**src/rtl/trs_pkg.sv**
```systemverilog
// package of offsets, field layouts and state codes for the radio status bank
`default_nettype none
package trs_pkg;
	// ----------------------------------------
	// register addresses
	// ----------------------------------------
	localparam logic [5:0] TRS_ADDR_RADIO_STATE = 6'h35;
	localparam logic [5:0] TRS_ADDR_PIN_STATUS = 6'h38;
	localparam logic [5:0] TRS_ADDR_VCO_DAC = 6'h39;
	localparam logic [5:0] TRS_ADDR_TX_FIFO_LEVEL = 6'h3A;
	// ----------------------------------------
	// field layout and reset values
	// ----------------------------------------
	localparam int TRS_STATE_W = 5;
	localparam int TRS_COUNT_W = 7;
	localparam int TRS_STARVED_BIT = 7;
	localparam int TRS_PIN0_BIT = 0;
	localparam logic [7:0] TRS_DATA_RST = 8'h00;
	// ----------------------------------------
	// radio control state codes
	// ----------------------------------------
	localparam logic [4:0] TRS_ST_SLEEP = 5'h00;
	localparam logic [4:0] TRS_ST_IDLE = 5'h01;
	localparam logic [4:0] TRS_ST_OSC_OFF = 5'h02;
	localparam logic [4:0] TRS_ST_MC_VCO = 5'h03;
	localparam logic [4:0] TRS_ST_MC_REG = 5'h04;
	localparam logic [4:0] TRS_ST_MC_CAL = 5'h05;
	localparam logic [4:0] TRS_ST_WK_VCO = 5'h06;
	localparam logic [4:0] TRS_ST_WK_REG = 5'h07;
	localparam logic [4:0] TRS_ST_CAL_BEGIN = 5'h08;
	localparam logic [4:0] TRS_ST_BW_BOOST = 5'h09;
	localparam logic [4:0] TRS_ST_LOCK = 5'h0A;
	localparam logic [4:0] TRS_ST_CAL_FINISH = 5'h0C;
	localparam logic [4:0] TRS_ST_TX_READY = 5'h12;
	localparam logic [4:0] TRS_ST_TX = 5'h13;
	localparam logic [4:0] TRS_ST_TX_END = 5'h14;
	localparam logic [4:0] TRS_ST_TX_STARVED = 5'h16;

	// true for every code the radio control machine may report
	function automatic logic trs_code_valid(input logic [4:0] code);
		unique case (code)
			TRS_ST_SLEEP, TRS_ST_IDLE, TRS_ST_OSC_OFF, TRS_ST_MC_VCO,
			TRS_ST_MC_REG, TRS_ST_MC_CAL, TRS_ST_WK_VCO, TRS_ST_WK_REG,
			TRS_ST_CAL_BEGIN, TRS_ST_BW_BOOST, TRS_ST_LOCK,
			TRS_ST_CAL_FINISH, TRS_ST_TX_READY, TRS_ST_TX, TRS_ST_TX_END,
			TRS_ST_TX_STARVED: trs_code_valid = 1'b1;
			default: trs_code_valid = 1'b0;
		endcase
	endfunction
endpackage
`default_nettype wire

```
**src/rtl/trs_state_filter.sv**
```systemverilog
// radio state code sanitiser: holds the last legal code
`default_nettype none
module trs_state_filter
	import trs_pkg::*;
(
	// clock and reset
	input wire logic i_clock,
	input wire logic i_sys_rst,
	// raw code from the control machine
	input wire logic [4:0] i_code,
	input wire logic i_chip_select_n,
	// filtered code
	output logic [4:0] o_code
);
	logic [4:0] code_reg;
	logic [4:0] code_next;

	// ----------------------------------------
	// next code
	// ----------------------------------------
	always_comb begin
		code_next = code_reg;
		if (trs_code_valid(i_code)) begin
			code_next = i_code;
		end
		// select low wakes the chip, so sleep and osc-off never read out
		if (!i_chip_select_n && (code_next == TRS_ST_SLEEP
				|| code_next == TRS_ST_OSC_OFF)) begin
			code_next = TRS_ST_IDLE;
		end
	end

	always_ff @(posedge i_clock) begin
		if (i_sys_rst) begin
			code_reg <= TRS_ST_IDLE;
		end else begin
			code_reg <= code_next;
		end
	end

	assign o_code = code_reg;

	chk_code_legal: assert property (@(posedge i_clock)
		disable iff (i_sys_rst)
		trs_code_valid(o_code)) else $error("illegal state code");
	chk_select_wakes: assert property (@(posedge i_clock)
		disable iff (i_sys_rst)
		!i_chip_select_n |=> (o_code != TRS_ST_SLEEP
		&& o_code != TRS_ST_OSC_OFF))
		else $error("sleep code seen under select");
	chk_code_follows: assert property (@(posedge i_clock)
		disable iff (i_sys_rst)
		(trs_code_valid(i_code) && i_code > TRS_ST_OSC_OFF)
		|=> o_code == $past(i_code))
		else $error("state code not tracked");
endmodule
`default_nettype wire

```
**src/rtl/trs_status_regs.sv**
```systemverilog
// read-only radio status register bank
`default_nettype none
// Functional notes
// - state code bits 4:0, bits 7:5 zero
// - codes 00 sleep, 01 idle, 02 osc-off
// - codes 03 to 05 manual calibration substates
// - wakeup 06/07, cal 08/0C, settle 09/0A
// - 12 ready, 13 tx, 14 end, 16 starved
// - unassigned codes never reported
// - select low hides sleep and osc-off
// - pin bit 0 shows uninverted pin level
// - pin status bits 7:1 read zero
// - eight-bit tuning DAC reading, test only
// - fifo level: starved bit 7, count 6:0
module trs_status_regs
	import trs_pkg::*;
(
	// clock and reset
	input wire logic i_clock,
	input wire logic i_sys_rst,
	// register access port
	input wire logic i_chip_select_n,
	input wire logic i_rd_en,
	input wire logic i_wr_en,
	input wire logic [5:0] i_addr,
	input wire logic [7:0] i_wr_data,
	output logic [7:0] o_rd_data,
	output logic o_rd_valid,
	// sources inside the device
	input wire logic [4:0] i_radio_ctrl_state_code,
	input wire logic i_general_out_pin0,
	input wire logic i_out_pin0_invert,
	input wire logic [7:0] i_vco_tune_dac_value,
	input wire logic i_tx_fifo_starved_flag,
	input wire logic [6:0] i_tx_fifo_byte_count
);
	logic [4:0] state_code;
	logic [7:0] rd_data_reg;
	logic [7:0] rd_data_next;
	logic rd_valid_reg;
	logic rd_valid_next;
	logic pin_level;
	logic [7:0] vreg_radio_state;
	logic [7:0] vreg_pin_status;
	logic [7:0] vreg_tx_fifo_level;
	logic [4:0] shown_code;
	logic read_taken;
	logic read_unmapped;

	trs_state_filter trs_state_filter_inst (
		.i_clock(i_clock),
		.i_sys_rst(i_sys_rst),
		.i_code(i_radio_ctrl_state_code),
		.i_chip_select_n(i_chip_select_n),
		.o_code(state_code)
	);

	// ----------------------------------------
	// request decode and wake mapping
	// ----------------------------------------
	// select wakes the chip and a read is only taken under select, so a
	// sleep code still in the filter at that first edge is shown as idle
	function automatic logic [4:0] awake_code(input logic [4:0] code);
		if (code == TRS_ST_SLEEP || code == TRS_ST_OSC_OFF) begin
			awake_code = TRS_ST_IDLE;
		end else begin
			awake_code = code;
		end
	endfunction

	// one read of the given register is taken at this edge
	function automatic logic read_hit(input logic cs_n, input logic rd,
			input logic [5:0] addr, input logic [5:0] reg_addr);
		read_hit = !cs_n && rd && addr == reg_addr;
	endfunction

	// unmapped addresses answer zero rather than stalling the host
	function automatic logic addr_mapped(input logic [5:0] addr);
		addr_mapped = addr == TRS_ADDR_RADIO_STATE
			|| addr == TRS_ADDR_PIN_STATUS
			|| addr == TRS_ADDR_VCO_DAC
			|| addr == TRS_ADDR_TX_FIFO_LEVEL;
	endfunction

	assign shown_code = awake_code(state_code);
	assign read_taken = !i_chip_select_n && i_rd_en;
	assign read_unmapped = read_taken && !addr_mapped(i_addr);

	// ----------------------------------------
	// register images
	// ----------------------------------------
	// tap before the output inverter; the invert setting is only for the pin
	assign pin_level = i_general_out_pin0;
	assign vreg_radio_state = {3'h0, shown_code};
	assign vreg_pin_status = {7'h00, pin_level};
	assign vreg_tx_fifo_level = {i_tx_fifo_starved_flag,
		i_tx_fifo_byte_count};

	// ----------------------------------------
	// read path
	// ----------------------------------------
	// writes are decoded nowhere: every register here is status only
	always_comb begin
		rd_data_next = rd_data_reg;
		rd_valid_next = 1'b0;
		if (!i_chip_select_n && i_rd_en) begin
			rd_valid_next = 1'b1;
			unique case (i_addr)
				TRS_ADDR_RADIO_STATE: rd_data_next = vreg_radio_state;
				TRS_ADDR_PIN_STATUS: rd_data_next = vreg_pin_status;
				TRS_ADDR_VCO_DAC: rd_data_next = i_vco_tune_dac_value;
				TRS_ADDR_TX_FIFO_LEVEL: rd_data_next = vreg_tx_fifo_level;
				default: rd_data_next = TRS_DATA_RST;
			endcase
		end
	end

	always_ff @(posedge i_clock) begin
		if (i_sys_rst) begin
			rd_data_reg <= TRS_DATA_RST;
			rd_valid_reg <= 1'b0;
		end else begin
			rd_data_reg <= rd_data_next;
			rd_valid_reg <= rd_valid_next;
		end
	end

	assign o_rd_data = rd_data_reg;
	assign o_rd_valid = rd_valid_reg;

	// ----------------------------------------
	// checks
	// ----------------------------------------
	chk_state_upper_zero: assert property (@(posedge i_clock)
		disable iff (i_sys_rst)
		read_hit(i_chip_select_n, i_rd_en, i_addr, TRS_ADDR_RADIO_STATE)
		|=> o_rd_valid && o_rd_data[7:5] == 3'h0
		&& o_rd_data[4:0] == $past(shown_code))
		else $error("radio state read wrong");
	chk_state_legal: assert property (@(posedge i_clock)
		disable iff (i_sys_rst)
		read_hit(i_chip_select_n, i_rd_en, i_addr, TRS_ADDR_RADIO_STATE)
		|=> trs_code_valid(o_rd_data[4:0]))
		else $error("unassigned state code read out");
	chk_sleep_hidden: assert property (@(posedge i_clock)
		disable iff (i_sys_rst)
		read_hit(i_chip_select_n, i_rd_en, i_addr, TRS_ADDR_RADIO_STATE)
		|=> o_rd_data[4:0] != TRS_ST_SLEEP
		&& o_rd_data[4:0] != TRS_ST_OSC_OFF)
		else $error("sleep code read out");
	chk_wake_idle: assert property (@(posedge i_clock)
		disable iff (i_sys_rst)
		(read_hit(i_chip_select_n, i_rd_en, i_addr, TRS_ADDR_RADIO_STATE)
		&& state_code == TRS_ST_SLEEP)
		|=> o_rd_data == {3'h0, TRS_ST_IDLE})
		else $error("woken chip not shown idle");
	chk_pin_raw: assert property (@(posedge i_clock)
		disable iff (i_sys_rst)
		read_hit(i_chip_select_n, i_rd_en, i_addr, TRS_ADDR_PIN_STATUS)
		|=> o_rd_data == {7'h00, $past(i_general_out_pin0)})
		else $error("pin status read wrong");
	chk_pin_invert_free: assert property (@(posedge i_clock)
		disable iff (i_sys_rst)
		(read_hit(i_chip_select_n, i_rd_en, i_addr, TRS_ADDR_PIN_STATUS)
		&& i_out_pin0_invert)
		|=> o_rd_data[TRS_PIN0_BIT] == $past(i_general_out_pin0))
		else $error("pin status follows inversion");
	chk_dac_read: assert property (@(posedge i_clock)
		disable iff (i_sys_rst)
		read_hit(i_chip_select_n, i_rd_en, i_addr, TRS_ADDR_VCO_DAC)
		|=> o_rd_data == $past(i_vco_tune_dac_value))
		else $error("dac reading wrong");
	chk_fifo_level: assert property (@(posedge i_clock)
		disable iff (i_sys_rst)
		read_hit(i_chip_select_n, i_rd_en, i_addr, TRS_ADDR_TX_FIFO_LEVEL)
		|=> o_rd_data[TRS_STARVED_BIT] == $past(i_tx_fifo_starved_flag)
		&& o_rd_data[6:0] == $past(i_tx_fifo_byte_count))
		else $error("fifo level read wrong");

	// port behaviour, independent of which register is read
	chk_write_ignored: assert property (@(posedge i_clock)
		disable iff (i_sys_rst)
		(i_wr_en && !read_taken) |=> $stable(o_rd_data) && !o_rd_valid)
		else $error("write changed read data");
	chk_unmapped_zero: assert property (@(posedge i_clock)
		disable iff (i_sys_rst)
		read_unmapped |=> o_rd_valid && o_rd_data == TRS_DATA_RST)
		else $error("unmapped read not zero");
	chk_read_answers: assert property (@(posedge i_clock)
		disable iff (i_sys_rst)
		read_taken |=> o_rd_valid)
		else $error("read left unanswered");
	chk_no_spurious: assert property (@(posedge i_clock)
		disable iff (i_sys_rst)
		!read_taken |=> !o_rd_valid)
		else $error("read answer without request");
	chk_data_holds: assert property (@(posedge i_clock)
		disable iff (i_sys_rst)
		!read_taken |=> $stable(o_rd_data))
		else $error("read data moved without a read");
	// left outside any disable so that reset itself is watched
	chk_rst_clear: assert property (@(posedge i_clock)
		i_sys_rst |=> !o_rd_valid && o_rd_data == TRS_DATA_RST)
		else $error("reset left read port busy");

	// ----------------------------------------
	// coverage
	// ----------------------------------------
	cov_read_tx: cover property (@(posedge i_clock)
		o_rd_valid && o_rd_data == {3'h0, TRS_ST_TX});
	cov_read_starved: cover property (@(posedge i_clock)
		o_rd_valid && o_rd_data[TRS_STARVED_BIT]);
	cov_pin_inverted: cover property (@(posedge i_clock)
		o_rd_valid && i_out_pin0_invert && o_rd_data[TRS_PIN0_BIT]);
	// needs select released between accesses to be reached
	cov_sleep_woken: cover property (@(posedge i_clock)
		read_hit(i_chip_select_n, i_rd_en, i_addr, TRS_ADDR_RADIO_STATE)
		&& state_code == TRS_ST_SLEEP);
	cov_write_attempt: cover property (@(posedge i_clock)
		i_wr_en && !i_chip_select_n && i_wr_data != TRS_DATA_RST);
endmodule
`default_nettype wire

```
**config.mk**
```make
export PLATFORM = sky130hd
export DESIGN_NAME = trs_status_regs
export DESIGN_NICKNAME = d
export VERILOG_FILES = /design/src/rtl/trs_pkg.sv /design/src/rtl/trs_state_filter.sv /design/src/rtl/trs_status_regs.sv
export SDC_FILE = /design/constraint.sdc
export NUM_CORES = 1
export LEC_CHECK = 0
export BUFFER_PORTS_ARGS = -buffer_cell sky130_fd_sc_hd__buf_2
export CORE_MARGIN = 2
export CORE_UTILIZATION = 40
export DETAILED_ROUTE_END_ITERATION = 8
export GPL_TIMING_DRIVEN = 0
export PLACE_DENSITY = 0.75
export SYNTH_ARGS = -nofsm -noshare
export SYNTH_HDL_FRONTEND = slang
export SYNTH_SLANG_ARGS = --single-unit
```
**constraint.sdc**
```tcl
create_clock -name i_clock -period 1.8 [get_ports i_clock]
set_input_delay 0.36 -clock i_clock [delete_from_list [all_inputs] [get_ports i_clock]]
set_output_delay 0.36 -clock i_clock [all_outputs]
set_load 0.02 [all_outputs]
```
==> results.yml, run 1 <==
global_routing:
  grt_pass1_vias: 833
  antenna_found_initial: 0
  grt_start_max_net_pins: 11
  overflow: 0
  grt_first_pass_wirelength_mm: 3.47
  globalRouteTotalUtil_pct: 18.0
timing:
  fin_crit_sh_pct: 78.4
  maxSlewViolCount: 0
  max_freq_mhz: 709
  setup_tns_ns: 0
  min_period_ns: 1.41
  slew_headroom_pct: 58.5
  skew_ns: 0.0123
  setup_viol: 0
  hold_viol: 0
  rsz0062_at_grt: "false"
  tightest_slew_ns: 0.623
cells_and_area:
  final_common_cell: "buf_2"
  area_delta_synth_final_pct: 30.6
  drive_above_1_share_pct: 34.0
  final_cell_mix: "buf_2 (40), dfxtp_1 (14), nand2_1 (11)"
  antennaDiodeCount: 0
  fin_nets: 187
  final_cell_count_no_fill: 171
  fill_cells: 202
floorplan:
  dieArea_mm2: 0.00247
  dieHeight_um: 49.7
  io_pins: 51
  fp-row-count: 16
  die_w_um: 49.7
  initial_core_util_pct: 42.5
  core_mm2: 0.00196
power:
  power_density_mw_per_mm2: 630
  leakage_nw: 0.497
  ir_drop_mv: 0.263
route:
  ant_nets: 0
  drt_first_pass_iters: 4
  wirelength_mm: 2.20
  wl_per_cell_um: 12.9
  first_iter_violations: 25
  vias: 967
  drc: 0
  viasPerCell: 5.65
synth:
  synth_edf_count: 0
  synth.distinct_cells: 36
  yosys_warnings: 0
  synth_async_sr_flop_share_pct: 0
  synth_seq_cells: 14
  synth_cells: 103
  synth_nets: 145
  synthFlopType: "dfxtp_1"
  netlist_area_um2: 835
  synth.yosys.seq_area_share_pct: 33.6
  avgSynthCellArea_um2: 8.10
clock_network:
  cts.clk_slew.worst_paths_ns: 0.10
  cts_resized: 0
  ctsRootBufferMaster: "clkbuf_4"
  cts_tree: "yes"
  post-cts-setup-buffers: 0
  worstSkewPairLatency_ns: 0.29
  ctsHoldBuffers: 0
  cts_inserted_buffers: 3
  htreeDepth: 1
  clock-sinks: 14
  clk_path_buf_depth: 2
critical_path:
  crit_type: "in2reg"
  r2r_slack_ns: 0.56
  r2r_end: "trs_state_filter_inst.o_code[1]"
  cp_max_fo: 7
  reg2regPathDepth: 4
  arrival_ns: 1.64
  required_ns: 2.03
  r2r_start: "trs_state_filter_inst.o_code[3]"
  end_kind: "flop"
  startpoint_type: "input port"
hold_path:
  hp-class: "in2reg"
  hold_depth: 2
  hold_start: "i_chip_select_n"
  min_to: "o_rd_valid"
placement:
  dp_hpwl_mm: 1.74
  portBuffers: 37
  place_congestion: 0.854
  dp_cells: 167
status:
  status: "completed"
job:
  maxCapViolCount: 0
[logic make-up (layout without fill, tap and decap cells)]
| group | count (synthesis) | in the layout | synth area share (%) |
|---|---|---|---|
| buf+inv | 8 | 49 | 4.50 |
| compound gates | 42 | 42 | 34.6 |
| fa+ha+maj | 1 | 1 | 1.35 |
| simple gates | 37 | 37 | 24.7 |
| flops | 14 | 14 | 33.6 |
| mux | 1 | 1 | 1.20 |
[where the power goes]
| part | switching, mW | internal (mW) | total [mW] | leakage, nW |
|---|---|---|---|---|
| Sequential | 0.00693 | 0.318 | 0.325 | 0.114 |
| Clock | 0.109 | 0.123 | 0.232 | 0.0210 |
| Combinational | 0.0680 | 0.0615 | 0.129 | 0.362 |
| Total | 0.184 | 0.503 | 0.687 | 0.497 |
[cell usage after synthesis, types with 2 or more instances]
library cell | count | area (um2)
nor3b_1 | 2 | 15.0
dfxtp_1 | 14 | 280
o21a_1 | 2 | 15.0
a21oi_1 | 8 | 40.0
nand2b_1 | 3 | 18.8
nand4b_1 | 2 | 17.5
nor2_1 | 5 | 18.8
nor2b_1 | 3 | 18.8
o21ai_0 | 9 | 45.0
nor3_1 | 3 | 15.0
nand2_1 | 11 | 41.3
a22oi_1 | 6 | 45.0
nand3_1 | 2 | 10.0
a21o_1 | 5 | 37.5
o32ai_1 | 2 | 17.5
buf_2 | 3 | 15.0
inv_1 | 4 | 15.0
[per-layer routing]
metal,wire length [um],vias up,track usage (%)
li1,-,472,-
met1,929,441,21.7
met2,1010,48,28.7
met3,202,6,4.55
met4,55,0,10.6
met5,0,-,0
[layout make-up]
type	instances	area, um2	area share (%)
Timing Repair Buffer	37	185	17.0
Inverter	4	15.0	1.38
Tap cell	27	33.8	3.10
Sequential cell	14	280	25.7
Buffer	4	22.5	2.07
Clock buffer	4	36.3	3.33
Multi-Input combinational cell	81	517	47.4
[worst max-delay path, stage by stage]
cell and delay, ns:
buf_2 0.12, nand4b_1 0.24, nor3b_2 0.47, a22oi_1 0.16, a21oi_1 0.18, a21o_1 0.10
[flip-flops by register name, indices dropped and copies added (netlist names)]
name,flops
o_rd_valid,1
trs_state_filter_inst.o_code,5
o_rd_data,8
[worst max-delay path by stage]
| stage | start | cells past startpoint | end | slack [ns] |
|---|---|---|---|---|
| floorplan | i_radio_ctrl_state_code[0] | 6 | trs_state_filter_inst.o_code[0] | 0.26 |
| global placement | i_addr[2] | 6 | o_rd_data[3] | 0.16 |
| detailed placement | i_addr[2] | 6 | o_rd_data[3] | 0.11 |
| CTS | i_addr[2] | 6 | o_rd_data[3] | 0.40 |
| global route | i_addr[2] | 6 | o_rd_data[3] | 0.28 |
| finish | i_addr[2] | 6 | o_rd_data[3] | 0.39 |
[metrics by stage]
stage | power [mW] | hold WS (ns) | area (um2) | setup slack (ns) | utilization (%)
2_1_floorplan | 0.404 | 0.432 | 835 | 0.265 | -
3_3_place_gp | 0.454 | 0.430 | 1050 | 0.158 | 53.7
3_5_place_dp | 0.461 | 0.439 | 1050 | 0.113 | 53.7
4_1_cts | 0.688 | 0.249 | 1090 | 0.399 | 55.5
5_1_grt | 0.717 | 0.252 | 1090 | 0.279 | 55.5
6_report | 0.687 | 0.251 | 1090 | 0.390 | 55.5
(Power assumes the default switching activity.)
==> run 2, diff against run 1 <==
clock period = 1.4 ns   (was 1.8 ns; I/O delays follow)
==> results.yml, run 2 (synthesized netlist as in run 1, its figures left out) <==
job:
  maxCapViolCount: 0
route:
  wl_per_cell_um: 12.2
  first_iter_violations: 12
  viasPerCell: 5.47
  vias: 935
  wirelength_mm: 2.09
  drc: 0
  drt_first_pass_iters: 4
  ant_nets: 0
timing:
  setup_viol: 0
  fin_crit_sh_pct: 89.3
  maxSlewViolCount: 0
  max_freq_mhz: 800
  rsz0062_at_grt: "false"
  slew_headroom_pct: 56.7
  tightest_slew_ns: 0.649
  skew_ns: 0.00113
  hold_viol: 0
  min_period_ns: 1.25
  setup_tns_ns: 0
  hold_slack_ns: 0.194
  layout_setup_ws_ns: 0.149
clock_network:
  post-cts-setup-buffers: 0
  clk_path_buf_depth: 2
  cts.clk_slew.worst_paths_ns: 0.08
  cts_tree: "yes"
  ctsRootBufferMaster: "clkbuf_4"
  clock-sinks: 14
  worstSkewPairLatency_ns: 0.27
  ctsHoldBuffers: 0
  cts_inserted_buffers: 3
  htreeDepth: 1
placement:
  placed_cell_area_mm2: 0.00106
  dp_cells: 167
  pre_cts_slack_ns: -0.178
  dp_hpwl_mm: 1.65
  place_congestion: 0.778
  portBuffers: 37
global_routing:
  antenna_found_initial: 0
  grt_start_max_net_pins: 11
  overflow: 0
  grt_first_pass_wirelength_mm: 3.35
  gr-usage-met2_pct: 32.2
  grt_busiest_layer: "met2"
  use_met1_pct: 18.6
  grt_use_met3_pct: 3.33
  globalRouteTotalUtil_pct: 17.4
  grt_pass1_vias: 820
floorplan:
  die_w_um: 49.7
  core_mm2: 0.00196
  dieHeight_um: 49.7
  io_pins: 51
  dieArea_mm2: 0.00247
  initial_core_util_pct: 42.5
  fp-row-count: 16
cells_and_area:
  area_delta_synth_final_pct: 32.5
  largest_reg_flops: 8
  fin_nets: 187
  utilization_pct: 56.4
  design_area_mm2: 0.00111
  final_cell_count_no_fill: 171
  final_common_cell: "buf_2"
  final_cell_mix: "buf_2 (39), dfxtp_1 (14), nand2_1 (11)"
  fill_cells: 208
  antennaDiodeCount: 0
  drive_above_1_share_pct: 34.0
status:
  status: "completed"
critical_path:
  r2r_end: "trs_state_filter_inst.o_code[0]"
  end_kind: "flop"
  required_ns: 1.62
  cp_max_fo: 7
  r2r_start: "trs_state_filter_inst.o_code[2]"
  crit_type: "in2reg"
  arrival_ns: 1.47
  startpoint_type: "input port"
  reg2regPathDepth: 4
  r2r_slack_ns: 0.22
power:
  clockPowerShare_pct: 32.5
  power_density_mw_per_mm2: 786
  ir_drop_mv: 0.320
  seq_power_share_pct: 48.1
  power_switching_uw: 219
  power.internal_uw: 650
  combPwrFrac_pct: 19.4
  p_total_uw: 869
  leakage_nw: 0.505
  p_sw_share_pct: 25.2
hold_path:
  hold_start: "i_chip_select_n"
  hold_depth: 2
  hp-class: "in2reg"
  min_to: "o_rd_valid"
==> run 2: layer usage <==
layer / vias up / part of all wire (%)
met2: 38 / 48
met5: - / 0
met1: 423 / 43
met3: 2 / 7.8
li1: 472 / -
met4: 0 / 1.1
==> run 2: worst max-delay path, cell delays in order <==
cell      delay, ns
buf_2          0.12
nand4b_1       0.26
nor3b_4        0.38
a22oi_1        0.15
a21oi_1        0.18
a21o_1         0.10
==> run 2: timing repair <==
item / 4_1_cts / 5_1_grt
endpoints found under the setup margin: 0 / 1
resized for setup: 0 / 1
hold endpoints to repair: 0 / 0
==> run 2: worst max-delay path by stage <==
| stage | from | end | slack, ns |
|---|---|---|---|
| final | i_addr[2] | o_rd_data[4] | 0.15 |
| after global placement | i_addr[2] | o_rd_data[2] | -0.16 |
| after floorplan | i_radio_ctrl_state_code[2] | trs_state_filter_inst.o_code[0] | -0.03 |
| after detailed placement | i_addr[2] | o_rd_data[4] | -0.18 |
| after CTS | i_addr[2] | o_rd_data[4] | 0.10 |
| after global routing | i_addr[2] | o_rd_data[3] | 0.05 |
==> run 2: layout make-up <==
type,instances,area [um2],area share (%)
Buffer,4,32.5,2.94
Clock buffer,4,36.3,3.28
Inverter,4,15.0,1.36
Multi-Input combinational cell,81,523,47.3
Sequential cell,14,280,25.3
Tap cell,27,33.8,3.05
Timing Repair Buffer,37,185,16.7
==> run 2: power by group through the flow <==
stage | clock network (mW) | registers [mW] | logic [mW]
2_1_floorplan | 0 | 0.426 | 0.0960
5_1_grt | 0.317 | 0.420 | 0.188
3_3_place_gp | 0 | 0.427 | 0.159
6_report | 0.282 | 0.418 | 0.169
4_1_cts | 0.295 | 0.418 | 0.167
3_5_place_dp | 0 | 0.427 | 0.165
